## src/verilog/oau_pkg.sv

```systemverilog
// constants and types for the operand address unit
//
// Contract
// - specifier bits 5:3 give the addressing mode.
// - specifier bits 2:0 select one of eight general registers.
// - first word: opcode 15:12, source 11:6, destination 5:0.
// - specifier bit 3 set means deferred: one extra address read; the code makes no read for mode 1.
// - mode 0 uses the register itself; byte ops use low byte.
// - mode 1 uses register contents as operand address.
// - mode 2 uses register as address, then adds 1 byte, 2 word.
// - stack pointer and program counter always step by 2.
// - mode 3 reads address at register, then adds 2.
// - autodecrement subtracts 1 byte or 2 word first, then uses it.
// - autodecrement deferred subtracts 2, then reads the address there.
// - mode 6 adds the following index word to the register.
// - index mode leaves register and index word unchanged.
// - mode 7 adds index word, then reads operand address there.
// - register 6 is stack pointer, register 7 program counter.
// - every fetch through the program counter adds two to it.
package oau_pkg;
    localparam int WORD_W = 16;
    localparam int OPC_HI = 15;
    localparam int OPC_LO = 12;
    localparam int SRC_HI = 11;
    localparam int SRC_LO = 6;
    localparam int DST_HI = 5;
    localparam int DST_LO = 0;
    localparam int MODE_HI = 5;
    localparam int MODE_LO = 3;
    localparam int REG_HI = 2;
    localparam int REG_LO = 0;
    localparam int DEFER_BIT = 3;
    localparam logic [2:0] MODE_REG = 3'h0;
    localparam logic [2:0] MODE_REG_DEF = 3'h1;
    localparam logic [2:0] MODE_AINC = 3'h2;
    localparam logic [2:0] MODE_AINC_DEF = 3'h3;
    localparam logic [2:0] MODE_ADEC = 3'h4;
    localparam logic [2:0] MODE_ADEC_DEF = 3'h5;
    localparam logic [2:0] MODE_INDEX = 3'h6;
    localparam logic [2:0] MODE_INDEX_DEF = 3'h7;
    localparam logic [2:0] STACK_POINTER_REGISTER = 3'h6;
    localparam logic [2:0] PROGRAM_COUNTER_REGISTER = 3'h7;
    localparam logic [15:0] STEP_BYTE = 16'h0001;
    localparam logic [15:0] STEP_WORD = 16'h0002;
    localparam logic [15:0] REG_RESET = 16'h0000;
    typedef enum logic [1:0] {
        ST_IDLE = 2'b00,
        ST_INDEX = 2'b01,
        ST_DEFER = 2'b10
    } oau_state_t;
endpackage : oau_pkg

```

## src/verilog/oau_rf_if.sv

```systemverilog
// register file access bundle between sequencer and register file
`timescale 1ns/100ps
interface oau_rf_if;
    logic [2:0] rsel;
    logic [15:0] rdata;
    logic [15:0] pc;
    logic we;
    logic [2:0] wsel;
    logic [15:0] wdata;
    modport ctl (output rsel, output we, output wsel, output wdata,
                 input rdata, input pc);
    modport rf (input rsel, input we, input wsel, input wdata,
                output rdata, output pc);
endinterface : oau_rf_if

```

## src/verilog/oau_regfile.sv

```systemverilog
// eight general registers, one read port, one write port, pc tap
`timescale 1ns/100ps
module oau_regfile #(
    parameter int NREG = 8
) (
    // clock and control
    input wire logic clk,
    input wire logic sys_rst,
    input wire logic clk_en,
    // access bundle
    oau_rf_if.rf bus
);
    logic [15:0] regs_q [NREG];

    assign bus.rdata = regs_q[bus.rsel];
    // pc tap lets index fetches run beside a general register read
    assign bus.pc = regs_q[oau_pkg::PROGRAM_COUNTER_REGISTER];

    for (genvar i = 0; i < NREG; i++) begin : g_reg
        always_ff @(posedge clk) begin
            if (sys_rst) begin
                regs_q[i] <= oau_pkg::REG_RESET;
            end else if (clk_en && bus.we && bus.wsel == 3'(i)) begin
                regs_q[i] <= bus.wdata;
            end
        end
    end
endmodule : oau_regfile

```

## src/verilog/oau_operand_unit.sv

```systemverilog
// operand address sequencer: decode, address arithmetic, reads
`timescale 1ns/100ps
module oau_operand_unit (
    // clock, reset, enable
    input wire logic clk,
    input wire logic sys_rst,
    input wire logic clk_en,
    // specifier request
    input wire logic start,
    input wire logic [15:0] instr,
    input wire logic sel_dst,
    input wire logic byte_op,
    // external register write, taken only while idle
    input wire logic ext_we,
    input wire logic [2:0] ext_wsel,
    input wire logic [15:0] ext_wdata,
    // memory read port
    output logic rd_req,
    output logic [15:0] rd_addr,
    input wire logic rd_ack,
    input wire logic [15:0] rd_data,
    // result
    output logic busy,
    output logic done,
    output logic [15:0] ea,
    output logic operand_is_reg,
    output logic operand_low_byte,
    output logic [3:0] opcode
);
    oau_rf_if rf_bus ();

    oau_regfile #(.NREG(8)) u_rf (
        .clk(clk),
        .sys_rst(sys_rst),
        .clk_en(clk_en),
        .bus(rf_bus)
    );

    oau_pkg::oau_state_t state_q;
    logic [2:0] mode_q;
    logic [2:0] rn_q;
    logic rd_req_q;
    logic [15:0] rd_addr_q;
    logic done_q;
    logic [15:0] ea_q;
    logic is_reg_q;
    logic low_byte_q;
    logic [3:0] opcode_q;
    logic busy_q;
    oau_pkg::oau_state_t state_d;
    logic rd_req_d;
    logic [15:0] rd_addr_d;
    logic done_d;
    logic [15:0] ea_d;

    // specifier decode
    wire [5:0] spec = sel_dst ? instr[oau_pkg::DST_HI:oau_pkg::DST_LO]
                              : instr[oau_pkg::SRC_HI:oau_pkg::SRC_LO];
    wire [2:0] spec_mode = spec[oau_pkg::MODE_HI:oau_pkg::MODE_LO];
    wire [2:0] spec_rn = spec[oau_pkg::REG_HI:oau_pkg::REG_LO];
    wire spec_defer = spec[oau_pkg::DEFER_BIT];
    wire idle = state_q == oau_pkg::ST_IDLE;
    wire take = idle && start;

    // step size: sp and pc never step by one, deferred always by two
    wire sp_or_pc = spec_rn >= oau_pkg::STACK_POINTER_REGISTER;
    wire [15:0] step = (byte_op && !sp_or_pc && !spec_defer)
                       ? oau_pkg::STEP_BYTE : oau_pkg::STEP_WORD;
    wire [15:0] inc_val = rf_bus.rdata + step;
    wire [15:0] dec_val = rf_bus.rdata - step;

    // index arithmetic sees the pc already past the index word
    wire [15:0] pc_next = rf_bus.pc + oau_pkg::STEP_WORD;
    wire rn_is_pc = rn_q == oau_pkg::PROGRAM_COUNTER_REGISTER;
    wire [15:0] base = rn_is_pc ? pc_next : rf_bus.rdata;
    wire [15:0] index_sum = base + rd_data;
    wire index_ack = state_q == oau_pkg::ST_INDEX && rd_req_q && rd_ack;
    wire defer_ack = state_q == oau_pkg::ST_DEFER && rd_req_q && rd_ack;

    // register write-back selection
    wire step_mode = spec_mode inside {oau_pkg::MODE_AINC,
        oau_pkg::MODE_AINC_DEF, oau_pkg::MODE_ADEC, oau_pkg::MODE_ADEC_DEF};
    wire is_dec = spec_mode[2];
    wire wr_step = take && step_mode;
    assign rf_bus.rsel = idle ? spec_rn : rn_q;
    assign rf_bus.we = wr_step || index_ack || (idle && !start && ext_we);
    assign rf_bus.wsel = wr_step ? spec_rn
                       : index_ack ? oau_pkg::PROGRAM_COUNTER_REGISTER
                       : ext_wsel;
    assign rf_bus.wdata = wr_step ? (is_dec ? dec_val : inc_val)
                        : index_ack ? pc_next
                        : ext_wdata;

    // next state and read request; every transition sits in this one case
    always_comb begin
        state_d = state_q;
        rd_req_d = rd_req_q;
        rd_addr_d = rd_addr_q;
        done_d = 1'b0;
        ea_d = ea_q;
        case (state_q)
            oau_pkg::ST_IDLE: begin
                if (start) begin
                    case (spec_mode)
                        oau_pkg::MODE_REG: begin
                            ea_d = {13'h0000, spec_rn};
                            done_d = 1'b1;
                        end
                        oau_pkg::MODE_REG_DEF,
                        oau_pkg::MODE_AINC: begin
                            ea_d = rf_bus.rdata;
                            done_d = 1'b1;
                        end
                        oau_pkg::MODE_AINC_DEF: begin
                            rd_addr_d = rf_bus.rdata;
                            rd_req_d = 1'b1;
                            state_d = oau_pkg::ST_DEFER;
                        end
                        oau_pkg::MODE_ADEC: begin
                            ea_d = dec_val;
                            done_d = 1'b1;
                        end
                        oau_pkg::MODE_ADEC_DEF: begin
                            rd_addr_d = dec_val;
                            rd_req_d = 1'b1;
                            state_d = oau_pkg::ST_DEFER;
                        end
                        default: begin
                            rd_addr_d = rf_bus.pc;
                            rd_req_d = 1'b1;
                            state_d = oau_pkg::ST_INDEX;
                        end
                    endcase
                end
            end
            oau_pkg::ST_INDEX: begin
                if (index_ack) begin
                    rd_req_d = 1'b0;
                    if (mode_q[0]) begin
                        // request drops one cycle between the two reads
                        rd_addr_d = index_sum;
                        state_d = oau_pkg::ST_DEFER;
                    end else begin
                        ea_d = index_sum;
                        done_d = 1'b1;
                        state_d = oau_pkg::ST_IDLE;
                    end
                end
            end
            oau_pkg::ST_DEFER: begin
                if (defer_ack) begin
                    rd_req_d = 1'b0;
                    ea_d = rd_data;
                    done_d = 1'b1;
                    state_d = oau_pkg::ST_IDLE;
                end else if (!rd_req_q) begin
                    rd_req_d = 1'b1;
                end
            end
            default: begin
                state_d = oau_pkg::ST_IDLE;
            end
        endcase
    end

    // busy is registered from the next state so the port comes off a flop
    always_ff @(posedge clk) begin
        if (sys_rst) begin
            state_q <= oau_pkg::ST_IDLE;
            busy_q <= 1'b0;
        end else if (clk_en) begin
            state_q <= state_d;
            busy_q <= state_d != oau_pkg::ST_IDLE;
        end
    end

    always_ff @(posedge clk) begin
        if (sys_rst) begin
            rd_req_q <= 1'b0;
            rd_addr_q <= 16'h0000;
        end else if (clk_en) begin
            rd_req_q <= rd_req_d;
            rd_addr_q <= rd_addr_d;
        end
    end

    // ea and done move only on enabled edges, so a freeze holds them
    always_ff @(posedge clk) begin
        if (sys_rst) begin
            done_q <= 1'b0;
            ea_q <= 16'h0000;
        end else if (clk_en) begin
            done_q <= done_d;
            ea_q <= ea_d;
        end
    end

    // request fields are captured only on the taking edge
    always_ff @(posedge clk) begin
        if (sys_rst) begin
            mode_q <= oau_pkg::MODE_REG;
            rn_q <= 3'h0;
            opcode_q <= 4'h0;
            is_reg_q <= 1'b0;
            low_byte_q <= 1'b0;
        end else if (clk_en && take) begin
            mode_q <= spec_mode;
            rn_q <= spec_rn;
            opcode_q <= instr[oau_pkg::OPC_HI:oau_pkg::OPC_LO];
            is_reg_q <= spec_mode == oau_pkg::MODE_REG;
            low_byte_q <= byte_op && spec_mode == oau_pkg::MODE_REG;
        end
    end

    assign rd_req = rd_req_q;
    assign rd_addr = rd_addr_q;
    assign busy = busy_q;
    assign done = done_q;
    assign ea = ea_q;
    assign operand_is_reg = is_reg_q;
    assign operand_low_byte = low_byte_q;
    assign opcode = opcode_q;
endmodule : oau_operand_unit

```

## config.mk

```make
export PLATFORM = sky130hd
export DESIGN_NAME = oau_operand_unit
export DESIGN_NICKNAME = d
export VERILOG_FILES = /design/src/verilog/oau_pkg.sv /design/src/verilog/oau_rf_if.sv /design/src/verilog/oau_regfile.sv /design/src/verilog/oau_operand_unit.sv
export SDC_FILE = /design/constraint.sdc
export NUM_CORES = 1
export LEC_CHECK = 0
export BUFFER_PORTS_ARGS = -buffer_cell sky130_fd_sc_hd__buf_2
export CORE_AREA = 4 4 141 143
export DETAILED_ROUTE_END_ITERATION = 10
export DIE_AREA = 0 0 145 147
export PLACE_DENSITY_LB_ADDON = 0.1
export SETUP_SLACK_MARGIN = 0.3
export SLEW_MARGIN = 25
export SYNTH_ARGS = -nofsm -noshare
export SYNTH_HDL_FRONTEND = slang
export SYNTH_HIERARCHICAL = 1
export SYNTH_SLANG_ARGS = --single-unit
```

## constraint.sdc

```tcl
create_clock -name clk -period 6.55 [get_ports clk]
set_input_delay 1.31 -clock clk [delete_from_list [all_inputs] [get_ports clk]]
set_output_delay 1.31 -clock clk [all_outputs]
set_load 0.02 [all_outputs]
```

; Yosys cells after proc, flatten, opt, wreduce, memory -nomap -nowiden
; Memory sizes are Yosys's and may differ from the RTL's.
; Cells that the tools add are included.
[word_totals]
regBits = 47
ramBits = 128
wordCells = 157
mem_count = 1
[memory_table]
columns = name, words, word_bits, rd, rd_ports_with_merged_regs, wr, line
row1 = u_rf.regs_q, 8, 16, 2, 0, 8, oau_regfile.sv:13  ; logic [15:0] regs_q [NREG];
[op_classes]
add_sub_neg = 4
magnitude_cmp = 1
eq_ne = 22
n_mux = 71
bitwise = 8
reduce_logical = 39
[op_table]
columns = cell, count
row1 = $mux 16, 19
row2 = $pmux 16 s3, 3
row3 = $mux 1, 35
row4 = $pmux 16 s2, 1
row5 = $eq 3x3->1 const B, 7
row6 = $logic_and 1x1->1, 21
row7 = $add 16x16->16, 1
row8 = $add 16x2->16, 1
row9 = $add 16x2->16 const B, 1
row10 = $sub 16x2->16, 1
row11 = $eq 3x2->1 const B, 4
row12 = $ne 2x2->1 const B, 6
row13 = $mux 2, 5
row14 = $mux 3, 3
row15 = $or 1x1->1, 8
row16 = $reduce_and 7->1, 1
row17 = $eq 3x1->1 const B, 2
row18 = $logic_not 3->1, 2
row19 = $mux 6, 1
row20 = $pmux 1 s3, 2
row21 = $pmux 2 s3, 1
row22 = $reduce_and 6->1, 1
row23 = $reduce_and 5->1, 1
row24 = $ne 4x1->1 const B, 1
row25 = other kinds (12), 17

; Logic depth before layout (Yosys ltp)
; Gate-level depths: netlist of run 1.
[depth]
depth_word = 12
mapped_depth = 20
mapped_depth_nobuf = 17

; Cells and area by module
; The synthesis of run 1 kept the hierarchy.
[modules_own_cells]
columns = module, instances, cells_each, area_each_um2
row1 = oau_regfile, 1, 377, 5848.1
row2 = oau_operand_unit, 1, 759, 5376.4

; Least setup slack after synthesis of run 1
; No wires, ideal clock.
[synth_path]
path_type = in2reg
startpoint = input port sel_dst
endpoint = memory u_rf.regs_q[0][14], data pin
setup_ps = 157
arrival_ps = 5331
t_required_ps = 6393
path_slack_ps = 1061
cell_stages = 17
path_cell_list = buf_4 -> mux2i_1 -> a21oi_1 -> buf_1 -> mux4_2 -> mux2_2 -> inv_1 -> ha_1 -> fa_1 -> or4b_2 -> nor4_1 -> nand2_1 -> o22ai_1 -> xnor2_1 -> o21ai_0 -> clkinv_1 -> nor3_1
[synth_lines]
columns = element, line
row1 = "start, declared", oau_operand_unit.sv:11  ; input wire logic sel_dst,
row2 = "end, declared", oau_regfile.sv:13

==> run_results.csv, run 1 <==
group,metric,value,unit
yosys,syn_std_cell_area,0.0112,mm²
place,place_congestion,0.932,
yosys,yosys_warnings,6,
final_layout,multi_input_area,0.00596,mm²
yosys,mean_cell_area_of_the_mapped_netlist,9.88,µm²
floorplan,placement_rows,50,
setup_path,worst_setup_path_end_kind,"flop",
final_layout,proportion_of_layout_cells_with_a_drive_suffix_above_1,18.1,%
setup_path,critical_path_peak_fanout,18,
final_layout,design.final.nets,1283,
route,detail_route.wl_per_cell,22.4,µm
grt,overflow,0,
final_layout,diodes,0,
final_layout,layout_commonest_cell,"nor3_1",
clock_network,clkLatencyLatePin,440,ps
floorplan,fp.dieH,147,µm
timing,timing_max_transition_violations_final,0,
route,vias_per_cell,6.80,
timing,setup_repair_after_global_routing_missed_its_margin,"false",
final_layout,seqCellArea,0.00478,mm²
clock_network,post_cts_hold_buffer_count,0,
grt,grt_start_max_net_pins,69,
final_layout,max_flop_register,"u_rf/regs_q",
yosys,yosys.cell_types.count,81,
min_path,timing.hold.worst.class,"reg2reg",
clock_network,cts.sinks,175,
clock_network,tritoncts,"done",
timing,setup_viol,0,
final_layout,max_ffs_per_register,128,
timing,fin_hold_ws,449,ps
floorplan,dieWidth,145,µm
yosys,post-synth-top-area-cell,"edfxtp_1",
clock_network,clock_transition_at_the_registers_of_the_reported_paths,70,ps
grt,grt_first_pass_wirelength,50.9,mm
floorplan,ioPinCount,100,
clock_network,number_of_instances_resized_during_post_cts_repair,0,
timing,slew_headroom,33.5,%
timing,fin_crit_sh,88.2,%
yosys,yosysTopAreaCellShare,34.2,%
grt,via_count_of_the_first_global_routing_pass,9020,
yosys,yosys_most_used_dff,"edfxtp_1",
route,post-route-drc-count,0,
setup_path,crit_path_start_kind,"input port",
job,cap_violations,0,
run_status,outcome,"finished clean",
final_layout,layout-area-overhead-vs-synth,11.2,%
clock_network,ctsLongestPathBuffers,2,
clock_network,post_cts.repair.setup_buffers,0,
yosys,yosys-top-cells-area,"edfxtp_1 34%, dfxtp_1 8.4%, mux4_1 6.3%",
yosys,netlist_instances,1136,
setup_path,critPathArrivalTime,6040,ps
timing,finalHoldViolations,0,
final_layout,layout_common_cells,"140 x nor3_1, 128 x edfxtp_1, 110 x nand2_1",
yosys,ys_seq_area_share,42.6,%
timing,fin_skew,15.5,ps
setup_path,worst_setup_path_class,"in2reg",
yosys,number_of_synthesized_register_bits,175,
route,total_wire_length,32.4,mm
clock_network,cts_made_buffers,17,
timing,worst-slew-pin-transition,995,ps
floorplan,dieArea,0.0213,mm²
route,antenna_violating_nets_post_route,0,
clock_network,htreeDepth,4,
final_layout,filler_cell_count,1466,
yosys,number_of_enable_flip_flop_cells_after_synthesis,128,
power_and_ir_drop,p_per_area,259,mW/mm²
clock_network,clock_tree.root_cell,"clkbuf_16",
power_and_ir_drop,peakVddDrop,199,µV
floorplan,starting_utilization_of_the_core_area,60.4,%
yosys,synth.net_count,1224,
floorplan,placeableCoreArea,0.0186,mm²
grt,grtUsageTotal,29.7,%
place,dpl.hpwl,22.9,mm
yosys,async_flop_share,0,%
place,placement.io_buffers,99,
route,first_pass_iters,6,
grt,grt_antenna_before_repair,0,
timing,final.setup.tns,0,ps
timing,fmax,0.173,GHz
power_and_ir_drop,p_leak,4.57,nW
route,via_count,9800,
route,number_of_drc_markers_in_iteration_0,1442,
setup_path,cp.required,6810,ps
timing,min_period,5780,ps
## Yosys cell counts, types with 12 or more instances
cell	instances
nor3_1	140
edfxtp_1	128
nand2_1	110
o21ai_0	74
clkbuf_1	66
nor2_1	64
dfxtp_1	47
a21oi_1	46
mux4_1	27
ha_1	26
mux2_2	25
xnor2_1	24
nand3_1	23
a311oi_1	17
clkinv_1	16
xor2_1	14
a211oi_1	13
nand2b_1	13
o211ai_1	13
o22ai_1	13
a21o_1	12
buf_2	12
inv_1	12
## through the flow
stage          instance area [µm²]  cells  setup slack (ps)  total power [mW]  util, %
5_1_grt                      12500   1442               464              3.37     67.2
4_1_cts                      12500   1442               876              3.22     67.2
3_5_place_dp                 11900   1410               444              2.23     64.1
6_report                     12500   1442               773              3.23     67.2
3_3_place_gp                 11900   1410               561              2.22     64.1
2_1_floorplan                11200   1136              1060              1.98        -
## worst paths after layout
check	slack (ps)	to	startpoint	cells past startpoint
setup / recovery	770	u_rf/regs_q[1][10]	sel_dst	18
hold / removal	450	ea[0]	ea[0]	2
setup reg to reg	1040	u_rf/regs_q[1][10]	state_q[1]	19
hold reg to reg	450	ea[0]	ea[0]	2
## where the power goes
group	leakage (nW)	total (mW)	switching [mW]	internal (mW)
Combinational	2.58	0.962	0.612	0.350
Clock	0.278	0.997	0.489	0.508
Sequential	1.71	1.27	0.0289	1.24
## per-layer routing
| layer | track usage, % | part of all wire [%] |
|---|---|---|
| met1 | 42.7 | 42 |
| met2 | 47.4 | 47 |
| met3 | 4.44 | 8.3 |
| met4 | 8.12 | 2.5 |
| met5 | 0 | 0 |
## worst max-delay path: stages
cell	delay, ps
buf_2	230
mux2i_1	230
a21oi_4	200
buf_4	320
mux4_1	580
mux2_2	320
inv_1	90
ha_1	210
fa_1	210
buf_4	150
nor4b_1	360
nand2_1	160
or4_1	440
xnor2_1	290
mux2i_1	110
o21ai_0	300
clkinv_1	280
nor3_1	250
## logic make-up after synthesis
family	Yosys count	synth area share [%]
adders and majority gates	30	3.53
DFF	175	42.6
AOI/OAI and AO/OA	282	17.1
muxes	67	10.8
and+or+nand+nor	419	18.1
buffers and inverters	124	4.74
xor gates and xnor gates	39	3.17
## cell type report
type	count	area share, %
Multi-Input combinational cell	837	47.8
Sequential cell	175	38.3
Timing Repair Buffer	136	6.20
Clock buffer	19	3.47
Tap cell	234	2.35
Clock inverter	13	1.05
Inverter	28	0.842
Note: power is estimated with default switching activity, not from simulation.
==> run 2, diff against run 1 <==
SYNTH_HIERARCHICAL = default   (was 1)
==> run 2 against run 1 <==
Sequential power about the same. Sequential cell count unchanged. Clock power increased by 9%. Fmax increased by 3.9%. Via count increased by 1.8%. Final cell count increased by 4.8%. Total power increased by 5.4%. Sequential share of layout area decreased by 0.46 points. Routed wire length increased by 7.2%. Utilization increased by 0.81 points. Highest routed layer unchanged.
==> run_results.csv, run 2 <==
group,metric,value,unit
grt,via_count_of_the_first_global_routing_pass,9317,
grt,grt_antenna_before_repair,0,
final_layout,design.final.nets,1353,
clock_network,cts_made_buffers,17,
timing,finalHoldViolations,0,
yosys,yosys-top-cells-count,"181 x nor2_1, 128 x edfxtp_1, 117 x nand2_1",
clock_network,clock_tree.root_cell,"clkbuf_16",
grt,grt_start_max_net_pins,67,
power_and_ir_drop,p_leak,4.98,nW
place,place_congestion,0.966,
final_layout,layout_common_cells,"179 x nor2_1, 128 x edfxtp_1, 117 x nand2_1",
timing,post-route-worst-setup-slack,989,ps
route,first_pass_iters,6,
clock_network,ctsLongestPathBuffers,2,
floorplan,dieArea,0.0213,mm²
route,total_wire_length,34.7,mm
yosys,yosysTopAreaCellShare,34.3,%
place,placement.io_buffers,99,
min_path,timing.hold.worst.class,"reg2reg",
route,via_count,9981,
route,antenna_violating_nets_post_route,0,
final_layout,proportion_of_layout_cells_with_a_drive_suffix_above_1,18.2,%
yosys,async_flop_share,0,%
timing,setup_repair_after_global_routing_missed_its_margin,"false",
setup_path,worst_setup_path_class,"in2reg",
yosys,mean_cell_area_of_the_mapped_netlist,9.47,µm²
yosys,number_of_enable_flip_flop_cells_after_synthesis,128,
clock_network,clkLatencyLatePin,450,ps
place,dpl.hpwl,25.0,mm
setup_path,crit_path_start_kind,"input port",
yosys,syn_std_cell_area,0.0112,mm²
power_and_ir_drop,p_per_area,270,mW/mm²
final_layout,multi_input_area,0.00600,mm²
timing,min_period,5560,ps
yosys,yosys-top-cells-area,"edfxtp_1 34%, dfxtp_1 8.4%, nor2_1 6.1%",
setup_path,timing.rr.end,"ea[14]",
final_layout,diodes,0,
power_and_ir_drop,total_power,3.41,mW
min_path,hold-path-endpoint,"ea[1]",
clock_network,post_cts.repair.setup_buffers,0,
floorplan,fp.dieH,147,µm
route,post-route-drc-count,0,
clock_network,clock_transition_at_the_registers_of_the_reported_paths,70,ps
final_layout,post-route-util,68.0,%
power_and_ir_drop,peakVddDrop,202,µV
setup_path,reg2regPathDepth,19,
route,detail_route.wl_per_cell,23.0,µm
grt,grt_first_pass_wirelength,53.5,mm
yosys,netlist_instances,1182,
final_layout,filler_cell_count,1526,
clock_network,htreeDepth,4,
setup_path,worst_setup_path_end_kind,"flop",
clock_network,number_of_instances_resized_during_post_cts_repair,0,
timing,fin_crit_sh,84.9,%
yosys,synth.net_count,1271,
floorplan,placeableCoreArea,0.0186,mm²
yosys,number_of_synthesized_register_bits,175,
timing,final.setup.tns,0,ps
timing,timing_max_transition_violations_final,0,
timing,fmax,0.180,GHz
final_layout,max_flop_register,"u_rf.regs_q",
final_layout,layout_commonest_cell,"nor2_1",
grt,grtUsageTotal,32.2,%
job,cap_violations,0,
place,dp_slack,535,ps
floorplan,dieWidth,145,µm
yosys,yosys_most_used_dff,"edfxtp_1",
clock_network,cts.sinks,175,
setup_path,critPathArrivalTime,5920,ps
clock_network,tritoncts,"done",
yosys,ys_seq_area_share,42.7,%
timing,fin_hold_ws,449,ps
route,vias_per_cell,6.61,
floorplan,starting_utilization_of_the_core_area,60.3,%
setup_path,cp.required,6910,ps
yosys,yosys.cell_types.count,82,
timing,worst-slew-pin-transition,987,ps
min_path,hold_path_depth,2,
final_layout,layout-area-overhead-vs-synth,12.8,%
route,number_of_drc_markers_in_iteration_0,1282,
timing,fin_skew,15.1,ps
timing,setup_viol,0,
yosys,yosys_warnings,0,
yosys,post-synth-top-area-cell,"edfxtp_1",
yosys,synthMostInstantiatedCell,"nor2_1",
final_layout,seqCellArea,0.00478,mm²
clock_network,post_cts_hold_buffer_count,0,
final_layout,max_ffs_per_register,128,
timing,slew_headroom,34.0,%
floorplan,ioPinCount,100,
floorplan,placement_rows,50,
min_path,hp-start,"ea[1]",
setup_path,worst-r2r-setup-slack,1110,ps
grt,overflow,0,
setup_path,critical_path_peak_fanout,10,
setup_path,timing.rr.start,"state_q[0]",
run_status,outcome,"finished clean",
[run 2: where the power goes]
| group | internal, mW | switching, mW | leakage, nW |
|---|---|---|---|
| clock | 0.584 | 0.506 | 0.300 |
| sequential | 1.25 | 0.0348 | 1.71 |
| combinational | 0.384 | 0.650 | 2.97 |
[run 2: worst max-delay path by stage]
stage,from,to,slack [ps],cells past startpoint
after detailed placement,sel_dst,ea[14],530,18
after floorplan,sel_dst,ea[12],910,19
after global placement,sel_dst,ea[14],600,18
after CTS,sel_dst,ea[14],970,18
final,sel_dst,ea[14],990,18
after global routing,sel_dst,ea[13],650,19
[run 2: routing by layer]
metal / vias to the layer above / global-route usage (%) / wire (µm)
met4: 0 / 12.2 / 1410
met5: - / 0 / 0
met3: 101 / 5.31 / 3120
li1: 4556 / - / -
met2: 600 / 52.5 / 16300
met1: 4724 / 43.7 / 13900
[run 2: cell families after synthesis]
kind of cell | synth area share (%)
and+or+nand+nor | 17.5
AOI/OAI and AO/OA | 18.9
DFF | 42.7
buffers and inverters | 3.84
muxes | 9.58
xor gates and xnor gates | 3.83
adders and majority gates | 3.55
[run 2: area by class of cell]
type	count	share of cell area, %
Tap cell	234	2.32
Inverter	16	0.475
Clock buffer	17	3.37
Timing Repair Buffer	148	6.93
Clock inverter	15	1.55
Multi-Input combinational cell	906	47.5
Sequential cell	175	37.9
[run 2: through the flow]
step / cells / cell area (µm²)
after CTS: 1511 / 12600
after detailed placement: 1479 / 12000
after floorplan: 1182 / 11200
final: 1511 / 12600
after global routing: 1511 / 12600
after global placement: 1479 / 12000
[run 2: worst max-delay path, stage by stage]
cell and delay, ps:
buf_2 210, mux2i_4 270, a21oi_2 360, mux4_2 550
mux2i_1 320, a21oi_1 160, ha_1 250, fa_1 430
a21o_1 180, a21oi_1 270, o311ai_0 230, a21o_1 220
a21oi_1 320, o21ai_0 190, xor2_1 160, nand2_1 80
a41o_1 260, nor3b_1 160
